[config.mk]
export PLATFORM = sky130hd
export DESIGN_NAME = scc_regs
export DESIGN_NICKNAME = d
export VERILOG_FILES = /design/src/rtl/scc_pkg.sv /design/src/rtl/scc_regs.sv
export SDC_FILE = /design/constraint.sdc
export NUM_CORES = 1
export LEC_CHECK = 0
export BUFFER_PORTS_ARGS = -buffer_cell sky130_fd_sc_hd__buf_2
export CELL_PAD_IN_SITES_DETAIL_PLACEMENT = 2
export CELL_PAD_IN_SITES_GLOBAL_PLACEMENT = 2
export CORE_MARGIN = 3
export CORE_UTILIZATION = 34
export DETAILED_ROUTE_END_ITERATION = 7
export PLACE_DENSITY_LB_ADDON = 0.1
export SYNTH_ARGS = -nofsm -noshare
export SYNTH_HDL_FRONTEND = slang
export SYNTH_SLANG_ARGS = --single-unit
[constraint.sdc]
create_clock -name clk_sys_i -period 5.25 [get_ports clk_sys_i]
set_clock_uncertainty 0.2 [all_clocks]
set_input_delay 0.2625 -clock clk_sys_i [delete_from_list [all_inputs] [get_ports clk_sys_i]]
set_output_delay 0.2625 -clock clk_sys_i [all_outputs]
set_load 0.01 [all_outputs]
[src/rtl/scc_pkg.sv]
/*
 * scc_pkg: constants and types of the system control coprocessor
 * register block (regions, cache operations, lockdown, test bits).
 * Assumes a single core clock and a core that issues one coprocessor
 * transfer at a time and holds it while the wait output is low.
 */
package scc_pkg;

	// coprocessor register numbers
	localparam logic [3:0] CRN_REGION  = 4'h6;
	localparam logic [3:0] CRN_CACHEOP = 4'h7;
	localparam logic [3:0] CRN_LOCK    = 4'h9;
	localparam logic [3:0] CRN_TEST    = 4'hf;

	// cache operation selectors
	localparam logic [3:0] CRM_WFI     = 4'h0;
	localparam logic [3:0] CRM_INV_I   = 4'h5;
	localparam logic [3:0] CRM_INV_D   = 4'h6;
	localparam logic [3:0] CRM_WFI_ALT = 4'h8;
	localparam logic [3:0] CRM_CLEAN_D = 4'ha;
	localparam logic [3:0] CRM_PREF_I  = 4'hd;
	localparam logic [3:0] CRM_CLINV_D = 4'he;
	localparam logic [3:0] CRM_TEST    = 4'h0;
	localparam logic [2:0] OP2_ALL     = 3'h0;
	localparam logic [2:0] OP2_PREF    = 3'h1;
	localparam logic [2:0] OP2_LINE    = 3'h2;
	localparam logic [2:0] OP2_WFI     = 3'h4;
	localparam logic [2:0] OP2_DRAIN   = 3'h4;
	localparam logic [2:0] OP2_DATA    = 3'h0;
	localparam logic [2:0] OP2_INSTR   = 3'h1;

	// field positions
	localparam int BASE_LSB  = 12;
	localparam int SIZE_LSB  = 1;
	localparam int EN_BIT    = 0;
	localparam int INDEX_LSB = 26;
	localparam int SEG_LSB   = 4;
	localparam int PADDR_LSB = 6;
	localparam int LOAD_BIT  = 31;
	localparam int IRR_BIT   = 3;
	localparam int DRR_BIT   = 2;

	localparam int           NUM_REGIONS = 8;
	localparam logic [4:0]   SIZE_MIN    = 5'h0b;
	localparam logic [31:0]  RESET_WORD  = 32'h0000_0000;

	// synchroniser bit positions
	localparam int SY_FIQ = 0;
	localparam int SY_IRQ = 1;
	localparam int SY_DBG = 2;
	localparam int SY_EN  = 3;
	localparam logic [3:0] SYNC_RESET = 4'h3;

	typedef enum logic [1:0] {MODE_RUN, MODE_WFI, MODE_DRAIN} scc_mode_t;

	typedef enum logic [2:0] {
		OP_INV_I_ALL, OP_INV_I_LINE, OP_INV_D_ALL, OP_INV_D_LINE,
		OP_CLEAN_D_LINE, OP_CLINV_D_LINE, OP_PREFETCH_I
	} scc_op_kind_t;

	typedef struct packed {
		logic        valid;
		logic        write;
		logic [3:0]  crn;
		logic [3:0]  secondary_register_field;
		logic [2:0]  op2;
		logic [31:0] wdata;
	} scc_req_t;

	typedef struct packed {
		logic         valid;
		scc_op_kind_t kind;
		logic [5:0]   index;
		logic [1:0]   seg;
		logic [25:0]  addr;
	} scc_op_t;

	typedef struct packed {
		logic [19:0] base;
		logic [4:0]  size;
		logic        en;
	} scc_region_t;

	typedef struct packed {
		logic [19:0] base;
		logic [5:0]  size_log2;
		logic        size_ok;
		logic        en;
	} scc_region_info_t;

	typedef struct packed {
		logic       load;
		logic [5:0] index;
	} scc_lock_t;

endpackage

[src/rtl/scc_regs.sv]
/*
 * scc_regs: system control coprocessor register logic for protection
 * regions, cache operations, lockdown and replacement test bits.
 * Assumes the core holds a transfer while coproc_wait_n_o is low, that
 * wb_empty_i and dbg_unit_req_i come from logic on clk_sys_i, and that
 * the interrupt, debug request and debug enable inputs are pins.
 */
// What this block does
// - region word: base 31:12, size 5:1, enable bit 0; reset clears enable
// - size code 0b01011 is 4KB, doubling per step to 4GB; lower reserved
// - cache operations register is write-only; reads start nothing
// - c5/c6 invalidate whole cache with opcode2 0, one entry with 2
// - c10 op2 2 cleans a data entry; c14 op2 2 cleans then invalidates
// - c13 op2 1 prefetches an instruction line: address 31:6, segment 5:4
// - indexed operations take index from bit 26 up, segment from 5:4
// - c7 c0 op2 4 or register 15 c8 op2 2 freezes clocks until wake
// - either interrupt request wakes the block, ignoring the mask bits
// - debug requests wake the block only while debug enable is high
// - wake cause is reported so the core interrupts or enters debug
// - c10 op2 4 stalls the core until the write buffer is empty
// - lockdown: op2 0 data, 1 instruction; load bit 31, index 5:0
// - lockdown covers the index in all four segments together
// - test bit 3 and bit 2 pick round-robin for instruction, data cache
// - eight instruction and eight data regions are provided
// - region picked by secondary field number and opcode2 data or instr
`timescale 1ns/100ps
module scc_regs
	import scc_pkg::*;
(
	// clock and reset
	input  wire logic             clk_sys_i,
	input  wire logic             rst_i,
	// coprocessor transfer from the core
	input  wire scc_req_t         cp_req_i,
	output logic                  coproc_wait_n_o,
	output logic [31:0]           cp_rdata_o,
	// pins
	input  wire logic             fast_int_req_n_i,
	input  wire logic             normal_int_req_n_i,
	input  wire logic             ext_debug_request_i,
	input  wire logic             debug_enable_pin_i,
	// on-chip status
	input  wire logic             dbg_unit_req_i,
	input  wire logic             wb_empty_i,
	// towards caches, protection unit and clock control
	output scc_op_t               cache_op_o,
	output scc_region_info_t      region_o [2*NUM_REGIONS],
	output scc_lock_t             dlock_o,
	output scc_lock_t             ilock_o,
	output logic                  instruction_cache_round_robin_o,
	output logic                  data_cache_round_robin_o,
	output logic                  clk_freeze_o,
	output logic                  wake_int_o,
	output logic                  wake_debug_o
);

	typedef struct packed {
		scc_mode_t                      mode;
		scc_region_t [2*NUM_REGIONS-1:0] region;
		scc_lock_t                      dlock;
		scc_lock_t                      ilock;
		logic                           irr;
		logic                           drr;
		scc_op_t                        op;
		logic [31:0]                    rdata;
		logic                           wake_int;
		logic                           wake_dbg;
		logic [3:0]                     sync1;
		logic [3:0]                     sync2;
	} scc_state_t;

	scc_state_t st;
	scc_state_t next_st;
	logic       wake_int;
	logic       wake_dbg;
	logic       take;
	logic [3:0] ridx;

	// masks in the status register play no part in waking
	assign wake_int = !st.sync2[SY_FIQ] || !st.sync2[SY_IRQ];
	assign wake_dbg = st.sync2[SY_EN] &&
		(st.sync2[SY_DBG] || dbg_unit_req_i);
	assign take = cp_req_i.valid && st.mode == MODE_RUN;
	// data regions at 0..7, instruction regions at 8..15
	assign ridx = {cp_req_i.op2[0], cp_req_i.secondary_register_field[2:0]};

	always_comb begin
		next_st = st;
		next_st.op.valid = 1'b0;
		next_st.wake_int = 1'b0;
		next_st.wake_dbg = 1'b0;
		next_st.sync1 = {debug_enable_pin_i, ext_debug_request_i,
			normal_int_req_n_i, fast_int_req_n_i};
		next_st.sync2 = st.sync1;
		unique case (st.mode)
			MODE_RUN: begin
				if (take && cp_req_i.write) begin
					unique case (cp_req_i.crn)
						CRN_REGION: begin
							if (cp_req_i.secondary_register_field[3] == 1'b0 &&
								cp_req_i.op2[2:1] == 2'b00) begin
								next_st.region[ridx].base =
									cp_req_i.wdata[31:BASE_LSB];
								next_st.region[ridx].size =
									cp_req_i.wdata[5:SIZE_LSB];
								next_st.region[ridx].en =
									cp_req_i.wdata[EN_BIT];
							end
						end
						CRN_CACHEOP: begin
							next_st.op.index = cp_req_i.wdata[31:INDEX_LSB];
							next_st.op.seg = cp_req_i.wdata[5:SEG_LSB];
							next_st.op.addr = cp_req_i.wdata[31:PADDR_LSB];
							if (cp_req_i.secondary_register_field == CRM_INV_I &&
								cp_req_i.op2 == OP2_ALL) begin
								next_st.op.valid = 1'b1;
								next_st.op.kind = OP_INV_I_ALL;
							end
							if (cp_req_i.secondary_register_field == CRM_INV_I &&
								cp_req_i.op2 == OP2_LINE) begin
								next_st.op.valid = 1'b1;
								next_st.op.kind = OP_INV_I_LINE;
							end
							if (cp_req_i.secondary_register_field == CRM_INV_D &&
								cp_req_i.op2 == OP2_ALL) begin
								next_st.op.valid = 1'b1;
								next_st.op.kind = OP_INV_D_ALL;
							end
							if (cp_req_i.secondary_register_field == CRM_INV_D &&
								cp_req_i.op2 == OP2_LINE) begin
								next_st.op.valid = 1'b1;
								next_st.op.kind = OP_INV_D_LINE;
							end
							if (cp_req_i.secondary_register_field == CRM_CLEAN_D &&
								cp_req_i.op2 == OP2_LINE) begin
								next_st.op.valid = 1'b1;
								next_st.op.kind = OP_CLEAN_D_LINE;
							end
							if (cp_req_i.secondary_register_field == CRM_CLINV_D &&
								cp_req_i.op2 == OP2_LINE) begin
								next_st.op.valid = 1'b1;
								next_st.op.kind = OP_CLINV_D_LINE;
							end
							if (cp_req_i.secondary_register_field == CRM_PREF_I &&
								cp_req_i.op2 == OP2_PREF) begin
								next_st.op.valid = 1'b1;
								next_st.op.kind = OP_PREFETCH_I;
							end
							if (cp_req_i.secondary_register_field == CRM_WFI &&
								cp_req_i.op2 == OP2_WFI)
								next_st.mode = MODE_WFI;
							if (cp_req_i.secondary_register_field == CRM_CLEAN_D &&
								cp_req_i.op2 == OP2_DRAIN)
								next_st.mode = MODE_DRAIN;
						end
						CRN_LOCK: begin
							// no segment field: one index locks all four segments
							if (cp_req_i.op2 == OP2_DATA) begin
								next_st.dlock.load = cp_req_i.wdata[LOAD_BIT];
								next_st.dlock.index = cp_req_i.wdata[5:0];
							end
							if (cp_req_i.op2 == OP2_INSTR) begin
								next_st.ilock.load = cp_req_i.wdata[LOAD_BIT];
								next_st.ilock.index = cp_req_i.wdata[5:0];
							end
						end
						CRN_TEST: begin
							if (cp_req_i.secondary_register_field == CRM_TEST &&
								cp_req_i.op2 == OP2_ALL) begin
								next_st.irr = cp_req_i.wdata[IRR_BIT];
								next_st.drr = cp_req_i.wdata[DRR_BIT];
							end
							if (cp_req_i.secondary_register_field == CRM_WFI_ALT &&
								cp_req_i.op2 == OP2_LINE)
								next_st.mode = MODE_WFI;
						end
						// reserved numbers are ignored
						default: ;
					endcase
				end
				if (take && !cp_req_i.write) begin
					next_st.rdata = RESET_WORD;
					if (cp_req_i.crn == CRN_REGION)
						next_st.rdata = {st.region[ridx].base, 6'h00,
							st.region[ridx].size, st.region[ridx].en};
					if (cp_req_i.crn == CRN_LOCK && cp_req_i.op2 == OP2_DATA)
						next_st.rdata = {st.dlock.load, 25'h000_0000,
							st.dlock.index};
					if (cp_req_i.crn == CRN_LOCK && cp_req_i.op2 == OP2_INSTR)
						next_st.rdata = {st.ilock.load, 25'h000_0000,
							st.ilock.index};
					if (cp_req_i.crn == CRN_TEST)
						next_st.rdata = {28'h000_0000, st.irr, st.drr, 2'h0};
				end
			end
			MODE_WFI: begin
				// interrupt wins when both causes arrive together
				if (wake_int || wake_dbg) begin
					next_st.mode = MODE_RUN;
					next_st.wake_int = wake_int;
					next_st.wake_dbg = !wake_int;
				end
			end
			MODE_DRAIN: begin
				if (wb_empty_i)
					next_st.mode = MODE_RUN;
			end
		endcase
	end

	always_ff @(posedge clk_sys_i) begin
		if (rst_i) begin
			st <= '0;
			st.sync1 <= SYNC_RESET;
			st.sync2 <= SYNC_RESET;
		end else begin
			st <= next_st;
		end
	end

	genvar g;
	generate
		for (g = 0; g < 2*NUM_REGIONS; g++) begin : g_region
			assign region_o[g].base = st.region[g].base;
			assign region_o[g].en = st.region[g].en;
			assign region_o[g].size_ok = st.region[g].size >= SIZE_MIN;
			// log2 of bytes is the code plus one: 0b01011 gives 2^12
			assign region_o[g].size_log2 =
				6'({1'b0, st.region[g].size} + 6'h01);
		end
	endgenerate

	// the core is frozen in standby, so no transfer may be taken there
	assign coproc_wait_n_o = st.mode == MODE_RUN;
	assign clk_freeze_o = st.mode == MODE_WFI;
	assign cp_rdata_o = st.rdata;
	assign cache_op_o = st.op;
	assign dlock_o = st.dlock;
	assign ilock_o = st.ilock;
	assign instruction_cache_round_robin_o = st.irr;
	assign data_cache_round_robin_o = st.drr;
	assign wake_int_o = st.wake_int;
	assign wake_debug_o = st.wake_dbg;

	chk_enable_reset: assert property (@(posedge clk_sys_i)
		$past(rst_i) |-> region_o[0].en == 1'b0 && region_o[15].en == 1'b0)
		else $error("region enable not cleared by reset");

	chk_size_decode: assert property (@(posedge clk_sys_i)
		disable iff (rst_i)
		region_o[3].size_ok |-> region_o[3].size_log2 == 6'h0c +
			6'(st.region[3].size - SIZE_MIN))
		else $error("region size decode wrong");

	chk_read_noop: assert property (@(posedge clk_sys_i)
		disable iff (rst_i)
		take && !cp_req_i.write && cp_req_i.crn == CRN_CACHEOP
		|=> !cache_op_o.valid && coproc_wait_n_o)
		else $error("read of cache operations started something");

	chk_flush_instruction_cache: assert property (@(posedge clk_sys_i)
		disable iff (rst_i)
		take && cp_req_i.write && cp_req_i.crn == CRN_CACHEOP &&
		cp_req_i.secondary_register_field == CRM_INV_I && cp_req_i.op2 == OP2_ALL
		|=> cache_op_o.valid && cache_op_o.kind == OP_INV_I_ALL ##1
		(!cache_op_o.valid || $past(take && cp_req_i.write)))
		else $error("instruction cache flush not issued once");

	chk_clean_index: assert property (@(posedge clk_sys_i)
		disable iff (rst_i)
		take && cp_req_i.write && cp_req_i.crn == CRN_CACHEOP &&
		cp_req_i.secondary_register_field == CRM_CLINV_D && cp_req_i.op2 == OP2_LINE
		|=> cache_op_o.kind == OP_CLINV_D_LINE &&
		cache_op_o.index == $past(cp_req_i.wdata[31:26]) &&
		cache_op_o.seg == $past(cp_req_i.wdata[5:4]))
		else $error("clean and invalidate index or segment wrong");

	chk_prefetch_addr: assert property (@(posedge clk_sys_i)
		disable iff (rst_i)
		take && cp_req_i.write && cp_req_i.crn == CRN_CACHEOP &&
		cp_req_i.secondary_register_field == CRM_PREF_I && cp_req_i.op2 == OP2_PREF
		|=> cache_op_o.kind == OP_PREFETCH_I &&
		cache_op_o.addr == $past(cp_req_i.wdata[31:6]))
		else $error("prefetch address wrong");

	chk_wfi_entry: assert property (@(posedge clk_sys_i)
		disable iff (rst_i)
		take && cp_req_i.write && cp_req_i.crn == CRN_TEST &&
		cp_req_i.secondary_register_field == CRM_WFI_ALT && cp_req_i.op2 == OP2_LINE
		|=> clk_freeze_o && !coproc_wait_n_o)
		else $error("standby not entered");

	chk_irq_wake: assert property (@(posedge clk_sys_i)
		disable iff (rst_i)
		clk_freeze_o && !st.sync2[SY_IRQ] |=> !clk_freeze_o && wake_int_o)
		else $error("interrupt request did not wake");

	chk_debug_gate: assert property (@(posedge clk_sys_i)
		disable iff (rst_i)
		clk_freeze_o && !st.sync2[SY_EN] && st.sync2[SY_FIQ] &&
		st.sync2[SY_IRQ] |=> clk_freeze_o && !wake_debug_o)
		else $error("debug woke while debug disabled");

	chk_drain_stall: assert property (@(posedge clk_sys_i)
		disable iff (rst_i)
		st.mode == MODE_DRAIN && !wb_empty_i |=> !coproc_wait_n_o)
		else $error("drain released before write buffer empty");

	chk_test_readback: assert property (@(posedge clk_sys_i)
		disable iff (rst_i)
		take && !cp_req_i.write && cp_req_i.crn == CRN_TEST
		|=> cp_rdata_o == {28'h000_0000, instruction_cache_round_robin_o,
		data_cache_round_robin_o, 2'h0})
		else $error("test register readback wrong");

	cov_wfi_irq: cover property (@(posedge clk_sys_i) disable iff (rst_i)
		clk_freeze_o ##1 wake_int_o);
	cov_wfi_dbg: cover property (@(posedge clk_sys_i) disable iff (rst_i)
		clk_freeze_o ##1 wake_debug_o);
	cov_drain: cover property (@(posedge clk_sys_i) disable iff (rst_i)
		st.mode == MODE_DRAIN && !wb_empty_i ##1 coproc_wait_n_o);

endmodule // scc_regs

==> results.tsv <==
metric	value	unit
mux contribution to synthesized area	10.1	%
max-cap check violation count	0	
Worst-path clk slew	0.06	ns
Critical R2R Launch	st[512]	
cell taking the most area after synthesis	dfxtp_1	
routability cong.	0.879	
Max FO, Critical Path	26	
commonest cells after routing, fill and taps aside	nand2_1, buf_2, dfxtp_1, a21oi_1, mux4_2	
Tcrit/Tclk final	69.6	%
post-route core utilization	38.3	%
Area contributors post-synth	dfxtp_1, nand2_1, buf_4, mux4_2, a21oi_1	
fraction of registers with async set/reset	0	%
number of diodes	0	
drt wl/cell	26.8	µm
CTS Root Buffer Type	clkbuf_16	
status	complete, no violations	
Worst-Margin Slew	1.26	ns
crit path max-delay cell type	nand3_1	
I/O Buffers	584	
clock sink count	502	
Min-Delay Startpoint	cp_req_i[4]	
Antenna Violating Nets Remaining	0	
Power Dens Cells	294	nW/µm²
CTS tree	yes	
placed wire-length estimate	81200	µm
Die H	278	µm
Crit. End Element	flop	
dpl cells	4034	
core area	73200	µm²
Initial DRC Count	1126	
crit path from	st[512]	
via/cell ratio	5.28	
Top FF cell, synth	dfxtp_1	
Synth Area in Compound Gates	12.4	%
synthesized flop and latch total	502	
Vias	22100	
DRC	0	
share of layout cells above drive strength 1	26.4	%
worst path arrival time	3.90	ns
required time of the critical path	5.49	ns
Worst slew margin	16.0	%
Initial Utilization	34.4	%
largest net degree at the start of global routing	207	
Worst-Skew Late Latency	0.62	ns
io pins	591	
XOR/XNOR Fraction of Synth Area	1.70	%
f_max	274	MHz
Area growth, synth to finish	11.3	%
FP Rows	99	
GRT Total Usage	28.1	%
hold buffer count at CTS	49	
Hold Crit Class	in -> reg	
Peak VDD IR	0.255	mV
Synth Area in Adders	0.943	%
Finished Layout Cells	4184	
Die W	278	µm
GR Overflow Total	0	
H-tree depth	2	
simple-gate share of the synthesized area	18.5	%
Hold Fails Final Rpt	0	
Netlist cell types	45	
fin crit period	3.66	ns
Worst Setup Start Kind	flop	
final setup fails	0	
drt first pass iters	5	
fin nets	3257	
worst path cell trace	inv_1 > ha_1 > nand3_1 > nor4_1 > nand3_1 > nand2_1 > a21oi_1	
vias in the first global route	23700	
die area	77400	µm²
Synth Area per Inst	8.12	µm²
Yosys warnings	0	
unrepaired setup endpoints after global routing	false	
Largest stage delay, worst path	1.03	ns
main combinational cell family by area after synthesis	simple AND/OR/NAND/NOR gates	
PostCTS Resize Cnt	0	
first-pass GRT wire length	163000	µm
Post-Route WL	112000	µm
total CTS buffers	59	
fin. max-slew vios	0	
Post-synth EDFFs	0	
CTS Buffer Depth	3	
Critical Path Most Common Cell	nand3_1	
Crit Path Class	reg -> reg	
total negative setup slack	0	ns
initial antenna violation count	0	
Mapped Cells	3102	
Syn Std Cell Area	25200	µm²
leading cell type in the layout, fill and taps excluded	nand2_1	
Lkg Pwr	11.5	nW
register area share after synthesis	39.9	%
share of the synthesized area in the top cell type	39.9	%
Post-CTS Setup Bufs	0	
==> area by class of cell <==
type	instances	area (µm²)
Fill cell	8361	45200
Clock inverter	16	110
Clock buffer	85	1760
Inverter	20	75.1
Multi-Input combinational cell	1930	11100
Timing Repair Buffer	672	3760
Sequential cell	502	10000
Tap cell	959	1200
==> cell families after synthesis <==
kind of cell,count (synthesis)
xor gates and xnor gates,49
buffers and inverters,675
DFF,502
AOI/OAI and AO/OA,565
muxes,124
other,1
adders and majority gates,19
and+or+nand+nor,1167
==> metrics by stage <==
step | area, µm² | hold slack [ns] | worst slack, ns | power (mW)
floorplan | 25200 | 0.166 | 2.94 | 4.12
global placement | 25700 | 0.205 | 1.82 | 4.24
global route | 28000 | 0.0319 | 1.10 | 8.53
detailed placement | 25700 | 0.203 | 1.61 | 4.24
finish | 28000 | 0.0314 | 1.59 | 8.25
CTS | 28000 | 0.0161 | 1.58 | 8.35
==> synth_stat cells (2+ instances only) <==
library cell / instances
or3_1: 3
nor2b_1: 10
nor3_2: 6
xor2_1: 17
nand2b_1: 8
buf_2: 27
nand4_1: 7
or2_2: 7
buf_4: 421
or4_1: 3
a21oi_1: 445
mux4_2: 104
and4_1: 3
nand2_1: 978
nor3_1: 7
or4b_1: 2
clkbuf_1: 194
mux2i_1: 20
a22o_1: 19
buf_1: 13
nor2_1: 67
a21o_1: 16
nand3b_1: 2
o21ai_0: 18
dfxtp_1: 502
inv_1: 20
ha_1: 19
nand3_1: 55
nor4_1: 2
xnor2_1: 32
o211ai_1: 7
a22oi_1: 55
==> report_power, final <==
group	switching (mW)	internal, mW	total [mW]
Clock	1.73	2.34	4.07
Sequential	0.00242	3.81	3.82
Combinational	0.267	0.0943	0.362
Total	2.00	6.25	8.25
==> final timing paths <==
check	cells after the start	to	slack, ns
setup reg to reg	7	flop	1.59
hold / removal	3	flop	0.03
hold reg to reg	1	st[0]	0.21
setup / recovery	7	flop	1.59
==> critical path, delay by kind of cell (launching register included) <==
kind	cells	cell delay [ns]
AOI/OAI and AO/OA	1	0.11
and+or+nand+nor	4	2.50
adders and majority gates	1	0.24
DFF	1	0.33
buffers and inverters	1	0.08
==> routing by layer <==
metal	part of all wire [%]	routed length, µm	up-vias	global-route usage [%]
met1	38	42300	11400	31.1
met3	6.1	6840	164	6.71
met4	4.0	4440	0	10.1
li1	-	-	10000	-
met2	52	58400	544	52.2
met5	0	0	-	0
Note: power is estimated with default switching activity, not from simulation.
